<file path="config.mk">
export PLATFORM = sky130hd
export DESIGN_NAME = sdm_system_dma
export DESIGN_NICKNAME = d
export VERILOG_FILES = /design/src/shared/sdm_pkg.sv /design/src/sdm_arbiter.sv /design/src/sdm_system_dma.sv
export SDC_FILE = /design/constraint.sdc
export NUM_CORES = 1
export LEC_CHECK = 0
export BUFFER_PORTS_ARGS = -buffer_cell sky130_fd_sc_hd__buf_4
export CAP_MARGIN = 20
export CELL_PAD_IN_SITES_DETAIL_PLACEMENT = 0
export CELL_PAD_IN_SITES_GLOBAL_PLACEMENT = 1
export CORE_ASPECT_RATIO = 0.8
export CORE_MARGIN = 5
export CORE_UTILIZATION = 45
export DETAILED_ROUTE_END_ITERATION = 8
export GPL_TIMING_DRIVEN = 0
export HOLD_SLACK_MARGIN = 0.05
export PLACE_DENSITY_LB_ADDON = 0.2
export SYNTH_ARGS = -nofsm -noshare
export SYNTH_HDL_FRONTEND = slang
export SYNTH_SLANG_ARGS = --single-unit
export TNS_END_PERCENT = 10
</file>
<file path="constraint.sdc">
create_clock -name CORE_CLK -period 14 [get_ports CORE_CLK]
set_clock_uncertainty 0.1 [all_clocks]
set_input_delay 1.4 -clock CORE_CLK [delete_from_list [all_inputs] [get_ports CORE_CLK]]
set_output_delay 1.4 -clock CORE_CLK [all_outputs]
set_load 0.1 [all_outputs]
</file>
<file path="src/shared/sdm_pkg.sv">
// shared constants and types for the sixteen-channel system dma
package sdm_pkg;

  // ----------------------------------------------------------------
  // sizes
  // ----------------------------------------------------------------
  localparam int NUM_CHAN = 16;
  localparam int CHAN_W = 4;
  localparam int DESC_WORDS = 4;
  localparam int DESC_USED = 3;
  localparam int DESC_AREA_WORDS = 128;
  localparam int APB_AW = 12;
  localparam int VIC_FIRST = 8;
  localparam int VIC_NUM = 4;

  // ----------------------------------------------------------------
  // register offsets (byte addresses)
  // ----------------------------------------------------------------
  localparam logic [11:0] OFS_CTRL = 12'h000;
  localparam logic [11:0] OFS_STATUS = 12'h004;
  localparam logic [11:0] OFS_DESC_BASE = 12'h008;
  localparam logic [11:0] OFS_SW_REQ = 12'h00c;
  localparam logic [11:0] OFS_REQ_MASK = 12'h010;
  localparam logic [11:0] OFS_PRIO_HIGH = 12'h014;
  localparam logic [11:0] OFS_ALT_SEL = 12'h018;
  localparam logic [11:0] OFS_DONE_ROUTE = 12'h01c;

  // ----------------------------------------------------------------
  // reset values and field positions
  // ----------------------------------------------------------------
  localparam logic [31:0] RST_DESC_BASE = 32'h0000_0000;
  localparam logic [15:0] RST_REQ_MASK = 16'h0000;
  localparam logic [15:0] RST_PRIO_HIGH = 16'h0000;
  localparam logic [15:0] RST_ALT_SEL = 16'h0000;
  localparam logic [3:0] RST_DONE_ROUTE = 4'hf;
  localparam int CTRL_ENABLE_BIT = 0;
  localparam int STAT_BUSY_BIT = 0;
  localparam int STAT_ERR_BIT = 1;
  localparam int STAT_CHAN_LSB = 4;
  localparam int STAT_ACTIVE_LSB = 16;

  // ----------------------------------------------------------------
  // ahb-lite encodings
  // ----------------------------------------------------------------
  localparam logic [1:0] HTRANS_IDLE = 2'h0;
  localparam logic [1:0] HTRANS_NONSEQ = 2'h2;
  localparam logic [2:0] HBURST_SINGLE = 3'h0;
  localparam logic [2:0] HSIZE_WORD = 3'h2;

  // ----------------------------------------------------------------
  // descriptor layout
  // ----------------------------------------------------------------
  typedef enum logic [1:0] {
    CYC_STOP = 2'h0,
    CYC_BASIC = 2'h1,
    CYC_AUTO = 2'h2,
    CYC_PINGPONG = 2'h3
  } sdm_cycle_type;

  typedef enum logic [1:0] {
    XFER_MEM2MEM = 2'h0,
    XFER_MEM2PER = 2'h1,
    XFER_PER2MEM = 2'h2,
    XFER_RSVD = 2'h3
  } sdm_xfer_type;

  typedef struct packed {
    logic [13:0] rsvd;
    logic [11:0] count;
    logic [1:0] size;
    sdm_xfer_type xfer;
    sdm_cycle_type cycle;
  } sdm_ctrl_type;

  typedef struct packed {
    logic [31:0] src;
    logic [31:0] dst;
    sdm_ctrl_type ctrl;
  } sdm_desc_type;

  // ----------------------------------------------------------------
  // engine states, gray along fetch-src-dst-writeback-finish
  // ----------------------------------------------------------------
  typedef enum logic [2:0] {
    ST_IDLE = 3'h0,
    ST_FETCH = 3'h1,
    ST_SRC = 3'h3,
    ST_DST = 3'h2,
    ST_WBACK = 3'h6,
    ST_FINISH = 3'h7
  } sdm_state_type;

endpackage : sdm_pkg

</file>
<file path="src/sdm_arbiter.sv">
// two-level fixed-order channel arbiter
`timescale 1ns/10ps
module sdm_arbiter #(
  parameter int N = 16,
  parameter int IW = 4
) (
  input wire logic [N-1:0] req,
  input wire logic [N-1:0] prio_high,
  output logic grant_valid,
  output logic [IW-1:0] grant_idx
);

  // ----------------------------------------------------------------
  // lowest channel number wins inside a level
  // ----------------------------------------------------------------
  function automatic logic [IW-1:0] lowest_set(input logic [N-1:0] v);
    logic [IW-1:0] idx;
    idx = '0;
    for (int i = N - 1; i >= 0; i--) begin
      if (v[i]) begin
        idx = IW'(i);
      end
    end
    return idx;
  endfunction : lowest_set

  wire logic [N-1:0] req_high = req & prio_high;
  wire logic any_high = |req_high;

  assign grant_valid = |req;
  assign grant_idx = any_high ? lowest_set(req_high) : lowest_set(req); // [RULE_05]

endmodule : sdm_arbiter

</file>
<file path="src/sdm_system_dma.sv">
// sixteen-channel system dma: apb registers, ahb-lite master, channel handshakes
`timescale 1ns/10ps

// Function
// RULE_01: one 32-bit ahb-lite master moves everything
// RULE_02: registers only through the apb slave
// RULE_03: sixteen independent channels numbered from zero
// RULE_04: each channel owns its handshake lines
// RULE_05: priority level, then lowest channel number
// RULE_06: mem-mem, mem-per, per-mem per descriptor
// RULE_07: several element widths and cycle types
// RULE_08: primary and alternate four-word structures
// RULE_09: descriptors read as little-endian words
// RULE_10: every transfer is single, never a burst
// RULE_11: descriptors fetched from 128x32 sram
// RULE_12: master needs no cpu power domain
// RULE_13: start by hardware or software request
// RULE_14: read descriptor first, write back after
// RULE_15: descriptor gives src, dst, count, size, type
// RULE_16: registers hold config, routing, triggers, base
// RULE_17: bridge issues single or burst requests
// RULE_18: channel 0 from audio port, maskable
// RULE_19: channels 8-11 done routed to vic
// RULE_20: peripherals configured to raise requests
// RULE_21: active while serviced, done pulse at end
// RULE_22: stall input holds off channel transfers
module sdm_system_dma #(
  parameter int NCH = sdm_pkg::NUM_CHAN
) (
  input wire logic CORE_CLK,
  input wire logic RST,
  input wire logic PSEL,
  input wire logic PENABLE,
  input wire logic PWRITE,
  input wire logic [11:0] PADDR,
  input wire logic [31:0] PWDATA,
  output logic [31:0] PRDATA,
  output logic PREADY,
  output logic PSLVERR,
  output logic [31:0] HADDR,
  output logic [1:0] HTRANS,
  output logic HWRITE,
  output logic [2:0] HSIZE,
  output logic [2:0] HBURST,
  output logic [31:0] HWDATA,
  input wire logic [31:0] HRDATA,
  input wire logic HREADY,
  input wire logic HRESP,
  input wire logic [NCH-1:0] DMA_REQ,
  input wire logic [NCH-1:0] SINGLE_REQ,
  input wire logic [NCH-1:0] STALL,
  output logic [NCH-1:0] ACTIVE,
  output logic [NCH-1:0] DONE,
  output logic [3:0] VIC_DONE
);

  // ----------------------------------------------------------------
  // helpers
  // ----------------------------------------------------------------
  function automatic logic [31:0] elem_step(input logic [1:0] size);
    return 32'h1 << size;
  endfunction : elem_step
  function automatic logic [31:0] lane_extract(input logic [31:0] d, input logic [1:0] a);
    return d >> {a, 3'h0};
  endfunction : lane_extract
  function automatic logic [31:0] lane_replicate(input logic [31:0] d, input logic [1:0] size);
    return (size == 2'h0) ? {4{d[7:0]}} : (size == 2'h1) ? {2{d[15:0]}} : d;
  endfunction : lane_replicate
  function automatic logic [31:0] desc_word(input sdm_pkg::sdm_desc_type d, input logic [1:0] i);
    return (i == 2'h0) ? d.src : (i == 2'h1) ? d.dst : 32'(d.ctrl);
  endfunction : desc_word

  // ----------------------------------------------------------------
  // register and engine state
  // ----------------------------------------------------------------
  logic enable;
  logic [31:0] desc_base;
  logic [NCH-1:0] sw_pend;
  logic [NCH-1:0] req_mask;
  logic [NCH-1:0] prio_high;
  logic [NCH-1:0] alt_sel;
  logic [3:0] done_route;
  logic bus_err;
  sdm_pkg::sdm_state_type state;
  sdm_pkg::sdm_desc_type desc;
  logic [1:0] phase;
  logic [1:0] widx;
  logic [3:0] chan;
  logic use_alt;
  logic single_mode;
  logic done_flag;
  logic [31:0] data_buf;

  // ----------------------------------------------------------------
  // apb decode
  // ----------------------------------------------------------------
  wire logic apb_setup = PSEL & ~PENABLE;
  wire logic apb_wr = PSEL & PENABLE & PWRITE; // [RULE_02]
  wire logic [11:0] a = PADDR;
  wire logic hit_ctrl = (a == sdm_pkg::OFS_CTRL);
  wire logic hit_status = (a == sdm_pkg::OFS_STATUS);
  wire logic hit_base = (a == sdm_pkg::OFS_DESC_BASE);
  wire logic hit_swreq = (a == sdm_pkg::OFS_SW_REQ);
  wire logic hit_mask = (a == sdm_pkg::OFS_REQ_MASK);
  wire logic hit_prio = (a == sdm_pkg::OFS_PRIO_HIGH);
  wire logic hit_alt = (a == sdm_pkg::OFS_ALT_SEL);
  wire logic hit_route = (a == sdm_pkg::OFS_DONE_ROUTE);
  wire logic hit_any = hit_ctrl | hit_status | hit_base | hit_swreq | hit_mask | hit_prio
                       | hit_alt | hit_route;
  wire logic busy = (state != sdm_pkg::ST_IDLE);
  wire logic [31:0] status_word = {ACTIVE, 8'h0, chan, 2'h0, bus_err, busy};
  wire logic [31:0] rd_mux =
      hit_ctrl ? {31'h0, enable} :
      hit_status ? status_word :
      hit_base ? desc_base :
      hit_swreq ? {16'h0, sw_pend} :
      hit_mask ? {16'h0, req_mask} :
      hit_prio ? {16'h0, prio_high} :
      hit_alt ? {16'h0, alt_sel} :
      hit_route ? {28'h0, done_route} : 32'h0;

  // ----------------------------------------------------------------
  // request gathering and arbitration
  // ----------------------------------------------------------------
  wire logic [NCH-1:0] hw_req = (DMA_REQ | SINGLE_REQ) & ~req_mask; // [RULE_13] [RULE_18]
  wire logic [NCH-1:0] all_req = hw_req | sw_pend; // [RULE_04]
  logic grant_valid;
  logic [3:0] grant_idx;

  sdm_arbiter #(.N(NCH), .IW(4)) u_arbiter (
    .req(all_req),
    .prio_high(prio_high),
    .grant_valid(grant_valid),
    .grant_idx(grant_idx)
  );

  wire logic start = (state == sdm_pkg::ST_IDLE) & enable & grant_valid;
  // only a bridge single request with nothing stronger moves one element
  wire logic grant_single = SINGLE_REQ[grant_idx] & ~DMA_REQ[grant_idx]
                            & ~sw_pend[grant_idx]; // [RULE_17]

  // ----------------------------------------------------------------
  // access decode
  // ----------------------------------------------------------------
  wire logic st_fetch = (state == sdm_pkg::ST_FETCH);
  wire logic st_src = (state == sdm_pkg::ST_SRC);
  wire logic st_dst = (state == sdm_pkg::ST_DST);
  wire logic st_wback = (state == sdm_pkg::ST_WBACK);
  wire logic data_state = st_src | st_dst;
  wire logic bus_state = st_fetch | data_state | st_wback;
  // 128-word area: alternate bit, channel, word index
  wire logic [31:0] desc_addr = desc_base + {23'h0, use_alt, chan, widx, 2'h0}; // [RULE_08] [RULE_11]
  wire logic [31:0] acc_addr = data_state ? (st_src ? desc.src : desc.dst) : desc_addr;
  wire logic [2:0] acc_size = data_state ? {1'b0, desc.ctrl.size} : sdm_pkg::HSIZE_WORD; // [RULE_07]
  wire logic acc_write = st_dst | st_wback;
  wire logic [31:0] acc_wdata = st_wback ? desc_word(desc, widx)
                                         : lane_replicate(data_buf, desc.ctrl.size);
  wire logic issue = bus_state & (phase == 2'h0) & ~(data_state & STALL[chan]); // [RULE_22]
  wire logic acc_done = (phase == 2'h2) & HREADY;

  // ----------------------------------------------------------------
  // descriptor updates
  // ----------------------------------------------------------------
  wire logic src_fixed = (desc.ctrl.xfer == sdm_pkg::XFER_PER2MEM); // [RULE_06]
  wire logic dst_fixed = (desc.ctrl.xfer == sdm_pkg::XFER_MEM2PER);
  wire logic [31:0] step = elem_step(desc.ctrl.size);
  wire logic [31:0] next_src = src_fixed ? desc.src : desc.src + step;
  wire logic [31:0] next_dst = dst_fixed ? desc.dst : desc.dst + step;
  wire logic [11:0] next_count = desc.ctrl.count - 12'h1;
  wire sdm_pkg::sdm_ctrl_type fetched_ctrl = HRDATA; // [RULE_09]
  wire logic finish_done = (state == sdm_pkg::ST_FINISH) & done_flag;
  wire logic pingpong = (desc.ctrl.cycle == sdm_pkg::CYC_PINGPONG);

  // ----------------------------------------------------------------
  // apb slave: answers in the access cycle, data registered in setup
  // ----------------------------------------------------------------
  always_ff @(posedge CORE_CLK or posedge RST) begin
    if (RST) begin
      PRDATA <= 32'h0;
      PREADY <= 1'b0;
      PSLVERR <= 1'b0;
    end else begin
      PRDATA <= (apb_setup & ~PWRITE) ? rd_mux : 32'h0;
      PREADY <= apb_setup;
      PSLVERR <= apb_setup & ~hit_any;
    end
  end
  always_ff @(posedge CORE_CLK or posedge RST) begin
    if (RST) begin
      enable <= 1'b0;
      desc_base <= sdm_pkg::RST_DESC_BASE;
      req_mask <= sdm_pkg::RST_REQ_MASK;
      prio_high <= sdm_pkg::RST_PRIO_HIGH;
      done_route <= sdm_pkg::RST_DONE_ROUTE;
    end else if (apb_wr) begin // [RULE_16]
      if (hit_ctrl) enable <= PWDATA[sdm_pkg::CTRL_ENABLE_BIT];
      if (hit_base) desc_base <= {PWDATA[31:2], 2'h0};
      if (hit_mask) req_mask <= PWDATA[NCH-1:0];
      if (hit_prio) prio_high <= PWDATA[NCH-1:0];
      if (hit_route) done_route <= PWDATA[3:0];
    end
  end
  // software trigger: set wins over the grant clear
  always_ff @(posedge CORE_CLK or posedge RST) begin
    if (RST) begin
      sw_pend <= '0;
    end else begin
      sw_pend <= (sw_pend & ~({NCH{start}} & (NCH'(1) << grant_idx)))
                 | ({NCH{apb_wr & hit_swreq}} & PWDATA[NCH-1:0]); // [RULE_13]
    end
  end
  // alternate select: hardware ping-pong toggle wins over software write
  always_ff @(posedge CORE_CLK or posedge RST) begin
    if (RST) begin
      alt_sel <= sdm_pkg::RST_ALT_SEL;
    end else if (finish_done & pingpong) begin
      alt_sel[chan] <= ~alt_sel[chan]; // [RULE_08]
    end else if (apb_wr & hit_alt) begin
      alt_sel <= PWDATA[NCH-1:0];
    end
  end
  always_ff @(posedge CORE_CLK or posedge RST) begin
    if (RST) begin
      bus_err <= 1'b0;
    end else if (acc_done & HRESP) begin
      bus_err <= 1'b1;
    end else if (apb_wr & hit_status & PWDATA[sdm_pkg::STAT_ERR_BIT]) begin
      bus_err <= 1'b0;
    end
  end

  // ----------------------------------------------------------------
  // ahb-lite master, one non-pipelined single transfer at a time
  // ----------------------------------------------------------------
  always_ff @(posedge CORE_CLK or posedge RST) begin
    if (RST) begin
      phase <= 2'h0;
      HADDR <= 32'h0;
      HTRANS <= sdm_pkg::HTRANS_IDLE;
      HWRITE <= 1'b0;
      HSIZE <= sdm_pkg::HSIZE_WORD;
      HBURST <= sdm_pkg::HBURST_SINGLE;
      HWDATA <= 32'h0;
    end else if (issue) begin // [RULE_01] [RULE_12]
      phase <= 2'h1;
      HADDR <= acc_addr;
      HTRANS <= sdm_pkg::HTRANS_NONSEQ;
      HWRITE <= acc_write;
      HSIZE <= acc_size;
      HBURST <= sdm_pkg::HBURST_SINGLE; // [RULE_10]
    end else if ((phase == 2'h1) & HREADY) begin
      phase <= 2'h2;
      HTRANS <= sdm_pkg::HTRANS_IDLE;
      HWDATA <= acc_wdata;
    end else if (acc_done) begin
      phase <= 2'h0;
    end
  end

  // ----------------------------------------------------------------
  // channel engine
  // ----------------------------------------------------------------
  always_ff @(posedge CORE_CLK or posedge RST) begin
    if (RST) begin
      state <= sdm_pkg::ST_IDLE;
      chan <= 4'h0;
      use_alt <= 1'b0;
      single_mode <= 1'b0;
      widx <= 2'h0;
      done_flag <= 1'b0;
    end else begin
      unique case (state)
        sdm_pkg::ST_IDLE: begin
          if (start) begin // [RULE_05]
            state <= sdm_pkg::ST_FETCH;
            chan <= grant_idx; // [RULE_03]
            use_alt <= alt_sel[grant_idx];
            single_mode <= grant_single;
            widx <= 2'h0;
            done_flag <= 1'b0;
          end
        end
        sdm_pkg::ST_FETCH: begin // [RULE_14]
          if (acc_done) begin
            widx <= widx + 2'h1;
            if (widx == 2'(sdm_pkg::DESC_USED - 1)) begin
              widx <= 2'h0;
              if (fetched_ctrl.cycle == sdm_pkg::CYC_STOP) begin
                state <= sdm_pkg::ST_FINISH;
              end else if (fetched_ctrl.count == 12'h0) begin
                done_flag <= 1'b1;
                state <= sdm_pkg::ST_WBACK;
              end else begin
                state <= sdm_pkg::ST_SRC;
              end
            end
          end
        end
        sdm_pkg::ST_SRC: begin
          if (acc_done) begin
            state <= sdm_pkg::ST_DST;
          end
        end
        sdm_pkg::ST_DST: begin
          if (acc_done) begin
            if (next_count == 12'h0) begin
              done_flag <= 1'b1;
              state <= sdm_pkg::ST_WBACK;
            end else if (single_mode) begin
              state <= sdm_pkg::ST_WBACK;
            end else begin
              state <= sdm_pkg::ST_SRC;
            end
          end
        end
        sdm_pkg::ST_WBACK: begin // [RULE_14]
          if (acc_done) begin
            widx <= widx + 2'h1;
            if (widx == 2'(sdm_pkg::DESC_USED - 1)) begin
              widx <= 2'h0;
              state <= sdm_pkg::ST_FINISH;
            end
          end
        end
        sdm_pkg::ST_FINISH: begin
          state <= sdm_pkg::ST_IDLE;
        end
      endcase
    end
  end
  // descriptor words and element buffer
  always_ff @(posedge CORE_CLK or posedge RST) begin
    if (RST) begin
      desc <= '0;
      data_buf <= 32'h0;
    end else if (acc_done & st_fetch) begin // [RULE_15]
      if (widx == 2'h0) desc.src <= HRDATA;
      if (widx == 2'h1) desc.dst <= HRDATA;
      if (widx == 2'h2) desc.ctrl <= fetched_ctrl;
    end else if (acc_done & st_src) begin
      data_buf <= lane_extract(HRDATA, desc.src[1:0]);
    end else if (acc_done & st_dst) begin // [RULE_06]
      desc.src <= next_src;
      desc.dst <= next_dst;
      desc.ctrl.count <= next_count;
    end
  end

  // ----------------------------------------------------------------
  // channel handshake outputs
  // ----------------------------------------------------------------
  always_ff @(posedge CORE_CLK or posedge RST) begin
    if (RST) begin
      ACTIVE <= '0;
      DONE <= '0;
      VIC_DONE <= 4'h0;
    end else begin
      ACTIVE <= start ? (NCH'(1) << grant_idx)
              : (state == sdm_pkg::ST_FINISH) ? '0 : ACTIVE; // [RULE_21]
      DONE <= finish_done ? (NCH'(1) << chan) : '0; // [RULE_21]
      VIC_DONE <= (finish_done & (chan[3:2] == 2'h2)) ? ((4'h1 << chan[1:0]) & done_route)
                                                     : 4'h0; // [RULE_19]
    end
  end

endmodule : sdm_system_dma

</file>
Word level (Yosys, flattened, before mapping)
Index checks and enable logic that the tools add are counted.
Widths: inputs -> output; s select.

word-level totals
  logic and storage cells = 290
  flip-flop bits (word level) = 382
  input port bits = 131

operators by class
  bitwise gates (word level) = 56
  magnitude comparators = 3
  reduce and logical (&&, ||, !) cells = 36
  shift-type cells = 5
  multiplexer cells = 113
  equality and inequality tests = 38
  add/sub/neg operators = 5

operators by type and width
  kind                  number
  $mux 32               15
  $mux 64               3
  $mux 16               9
  $mux 4                35
  $and 16x16->16        5
  $add 32x32->32        2
  $eq 12x5->1 const B   4
  $or 16x16->16         3
  $logic_not 12->1      3
  $mux 12               3
  $mux 3                11
  $add 32x9->32         1
  $not 16->16           2
  $reduce_or 16->1      2
  $shl 1x2->32 const A  1
  $shl 1x4->16 const A  2
  $shr 32x5->32         1
  $ne 2x1->1 const B    13
  $and 1x1->1           25
  $bmux 1 s4            6
  $eq 12x4->1 const B   2
  $mux 18               1
  $mux 2                9
  $pmux 3 s6            1
  31 further kinds      97

Longest topological paths before layout
  depth in word-level cells = 26
  gate-level depth with buffers = 15

By module
From an unflattened synthesis, not the netlist that was laid out.

unflattened totals
  cells, all modules = 2323
  area, all modules = 21360.5 um^2

by module, submodules not included
  module          area each (um^2)  cells an instance  times used
  sdm_system_dma  20937.6           2256               1
  sdm_arbiter     422.9             67                 1

Least setup slack after synthesis
No wires, ideal clock.

  path kind = input port to flip-flop
  start point = input SINGLE_REQ[2]
  end point = register single_mode
  path buffers = 0
  setup time = 68 ps
  slack = 10229 ps
  arrival = 3603 ps
  stages on the path = 10
  cell sequence = nor2_1 o21bai_1 or4_4 a41o_1 o21ai_2 nand2_1 or4b_1 a31o_1 o211ai_2 o221a_1

on the way
  cells in the longest elaborated chain, start to end = 13

RTL lines
  element                       line                   source
  start: declaration            sdm_system_dma.sv:50   input wire logic [NCH-1:0] SINGLE_REQ,
  $or 16x16->16                 sdm_system_dma.sv:125  wire logic [NCH-1:0] hw_req = (DMA_REQ | SINGLE_REQ) & ~req_mask;
  $and 16x16->16                sdm_system_dma.sv:125
  $or 16x16->16                 sdm_system_dma.sv:126  wire logic [NCH-1:0] all_req = hw_req | sw_pend;
  $and 16x16->16                sdm_arbiter.sv:27      wire logic [N-1:0] req_high = req & prio_high;
  $mux 4 (3 in series)          sdm_arbiter.sv:20      if (v[i]) begin
  $mux 4                        sdm_arbiter.sv:31      assign grant_idx = any_high ? lowest_set(req_high) : lowest_set(req);
  $bmux 1 s4                    sdm_system_dma.sv:139  wire logic grant_single = SINGLE_REQ[grant_idx] & ~DMA_REQ[grant_idx]
  $mux 1 (not written as such)  sdm_system_dma.sv:139
  $not 1->1                     sdm_system_dma.sv:139
  $and 1x1->1                   sdm_system_dma.sv:139
  $and 1x1->1                   sdm_system_dma.sv:140  & ~sw_pend[grant_idx];
  end signal: assignment        sdm_system_dma.sv:278  single_mode <= grant_single;
  end: declaration              sdm_system_dma.sv:90   logic single_mode;

Several ways; a longest one is shown, not always the timed one. The select of a mux whose other input is x is not followed.
A chain may end at the register's enable or synchronous reset.

Worst setup path after layout
  start point = register desc[5] (netlist bit)
  end point = register desc[60] (netlist bit)

on the way
  cells in the longest elaborated chain, start to end = 6

RTL lines
  element             line                   source
  start: declaration  sdm_system_dma.sv:85   sdm_pkg::sdm_desc_type desc;
  $shl 1x2->32        sdm_system_dma.sv:61   return 32'h1 << size;
  $add 32x32->32      sdm_system_dma.sv:168  wire logic [31:0] next_dst = dst_fixed ? desc.dst : desc.dst + step;
  $mux 32             sdm_system_dma.sv:168
  $mux 64             sdm_system_dma.sv:342  end else if (acc_done & st_dst) begin
  $mux 64             sdm_system_dma.sv:340  end else if (acc_done & st_src) begin
  $mux 64             sdm_system_dma.sv:336  end else if (acc_done & st_fetch) begin

No other way between the ends. The select of a mux whose other input is x is not followed.

==> implementation parameters <==
Parameter                              Value

Global route
  First-pass GRT wire length    132300 um
  Via count of the first global-routing pass    19770
  Residual overflow from global routing    0
  Antenna violations before repair    4
  Global Route Usage Sum    34.32%
  Pin count of the biggest net entering global routing    113

Timing
  Max-slew violations    0
  Period utilization    33.72%
  Final setup violation count    0
  Final setup slack of the worst path    9279 ps
  Final critical delay including setup and external delays    4721 ps
  Hold violation count in the final report    0
  Transition time of the tightest slew-check pin    1156 ps
  Unrepaired setup endpoints after global routing    false
  Rel. slew slack    22.22%
  Worst hold margin    376.6 ps
  Total negative slack    0 ps
  Maximum operating frequency    211.8 MHz

Final layout
  Layout filler cell count    4394
  Layout overhead on the synthesized area    20.03%
  Final Util    54.25%
  NumNets Final    2849
  Finished layout cell area    25350 um^2
  Layout cells sized above 1    17.41%
  Area of combinational cells with multiple inputs    10850 um^2
  Storage cell area    9515 um^2
  Final non-filler cell total    3350

Clock network
  CTS tree    built
  Post-CTS setup buffer count    0
  Master cell of the clock root buffer    clkbuf_16
  CTS Sinks    380
  Maximum number of buffers from clock root to sink    3
  Clock transition at the register clock pins on the worst setup and hold paths after CTS    60 ps
  Total CTS buffers    42
  # resized after CTS    0
  Clock latency of the later-clocked register in the worst-skew pair    580 ps
  H-tree depth    2
  Quantity of hold-fixing buffers added after cts    0

Yosys
  Share of the synthesized area in the top cell type    44.43%
  Synthesized cell area    21120 um^2
  Most area-hungry cell type in the Yosys netlist    dfrtp_1
  Share of flip-flops with an asynchronous set or reset    100.0%
  Instance count of the mapped netlist    2378
  Most frequent cells after synthesis    dfrtp_1 (375), nand2_1 (355), o21ai_0 (270)
  Most instantiated flip-flop cell in the synthesis netlist    dfrtp_1
  Proportion of synthesized chip area in sequential cells    45.06%
  Top cells by area, synth    dfrtp_1 (44%), o21ai_0 (6.4%), nand2_1 (6.3%)
  Top-count cell post-synth    dfrtp_1
  Post-synthesis register bit count    380
  Library cells used by synthesis    75
  Average size of a mapped cell    8.881 um^2
  Number of flops mapped to enable cells by yosys    0
  Total of warnings raised by yosys    0

Power
  Power Density    140.1 nW/um^2
  Post-layout power    3.551 mW
  Leakage component of the power    11.24 nW
  Peak ir drop on the vdd network    0.0002159 V

Setup path
  Critical setup path kind    flip-flop to flip-flop
  Kind of capture point of the worst setup path    flip-flop
  WP data required    14320 ps
  CP arrival    5040 ps
  Startpoint kind of the worst setup timing path    flip-flop
  Crit-path max FO    10

Detailed routing
  Post-DR wirelength/cell    27.20 um
  First-pass iteration count of the detailed router    7
  DRC viols    0
  Routed wire length    91120 um
  Detailed-route vias per instance    6.219
  Via count of the routed design    20830
  Violation count after the first detailed-route iteration    2604
  Antenna-violating nets left    0

Place
  Final HPWL DP    69990 um
  Post-place setup slack    8981 ps
  Port Buf Inserts    266
  Post-place instance area    24010 um^2
  Routability congestion estimate    1.001
  Inst Count DP    3273

Floorplanning
  Die extent in y    203.8 um
  Placement row count    71
  Core region area    46730 um^2
  Die extent in x    252.2 um
  # IOs    274
  Initial Util    45.20%
  Area enclosed by the die boundary    51390 um^2

Run
  Max Cap Viol    0

Outcome
  Run status    complete, no violations

Min path
  Worst Hold Class    flip-flop to flip-flop
## final timing paths
check,start,slack [ps],endpoint,depth (start not counted)
min in group asynchronous,RST,890,DONE[2],2
worst max-delay path,desc[5],9280,desc[60],15
worst max register to register,desc[5],9280,desc[60],15
max in group asynchronous,RST,11080,ACTIVE[14],5
worst min register to register,data_buf[23],380,data_buf[23],2
worst min-delay path,data_buf[23],380,data_buf[23],2
## power breakdown
part	leakage (nW)	switching [mW]	internal, mW
sequential	5.06	0.107	1.21
clock	0.659	0.481	0.620
combinational	5.52	0.841	0.289
## worst max-delay path, stage by stage, from the launching register on
cell	delay [ps]
dfrtp_1	410
clkbuf_1	360
nor2_1	800
ha_1	330
inv_1	70
fa_1	390
nor2b_1	160
o21ai_0	90
nor2b_1	220
nor2_1	250
nand4_1	320
nand2b_1	340
nor2_1	300
nand2_1	150
o22ai_1	180
a2bb2oi_1	80
## cell type report
| type | count | area share, % |
|---|---|---|
| Clock inverter | 13 | 0.4294 |
| Multi-Input combinational cell | 1805 | 42.79 |
| Buffer | 158 | 2.463 |
| Sequential cell | 380 | 37.54 |
| Antenna cell | 2 | 0.01974 |
| Timing Repair Buffer | 272 | 8.307 |
| Tap cell | 620 | 3.060 |
| Clock buffer | 61 | 4.783 |
| Inverter | 39 | 0.6071 |
## cell usage in the layout (no fill, tap or decap), types with 33 or more instances in the layout
cell | synthesis | routed
dfrtp_1 | 375 | 375
nand2_1 | 355 | 355
buf_4 | 5 | 273
o21ai_0 | 270 | 270
nor2_1 | 224 | 224
a21oi_1 | 196 | 196
clkbuf_1 | 129 | 139
mux2i_1 | 100 | 100
mux2_2 | 78 | 78
nand3_1 | 48 | 48
clkbuf_16 | 0 | 42
inv_1 | 39 | 38
a22oi_1 | 34 | 34
nor3_1 | 33 | 33
## kinds of logic after synthesis
family,Yosys count,share of synthesized area (%)
other,1,0.01776
buffers and inverters,197,3.650
xor gates and xnor gates,30,1.244
adders and majority gates,20,1.292
muxes,188,9.965
AOI/OAI and AO/OA,739,21.45
and+or+nand+nor,823,17.33
DFF,380,45.06
## sequential cells by signal (all words and copies together), names as in the netlist, 16 cells and up
register	count
ACTIVE	16
DONE	16
HADDR	32
HWDATA	32
PRDATA	32
alt_sel	16
data_buf	32
desc	96
desc_base	30
prio_high	16
req_mask	16
sw_pend	16
## per-layer routing
| layer | track usage, % | wire length [um] | vias to the layer above | share of wire (%) |
|---|---|---|---|---|
| met3 | 13.11 | 12520 | 149 | 14 |
| li1 | - | - | 9185 | - |
| met5 | 0 | 0 | - | 0 |
| met1 | 52.12 | 40180 | 10270 | 44 |
| met4 | 8.333 | 2226 | 0 | 2.4 |
| met2 | 45.94 | 36190 | 1234 | 40 |
Power figures use the tool's default switching activity.
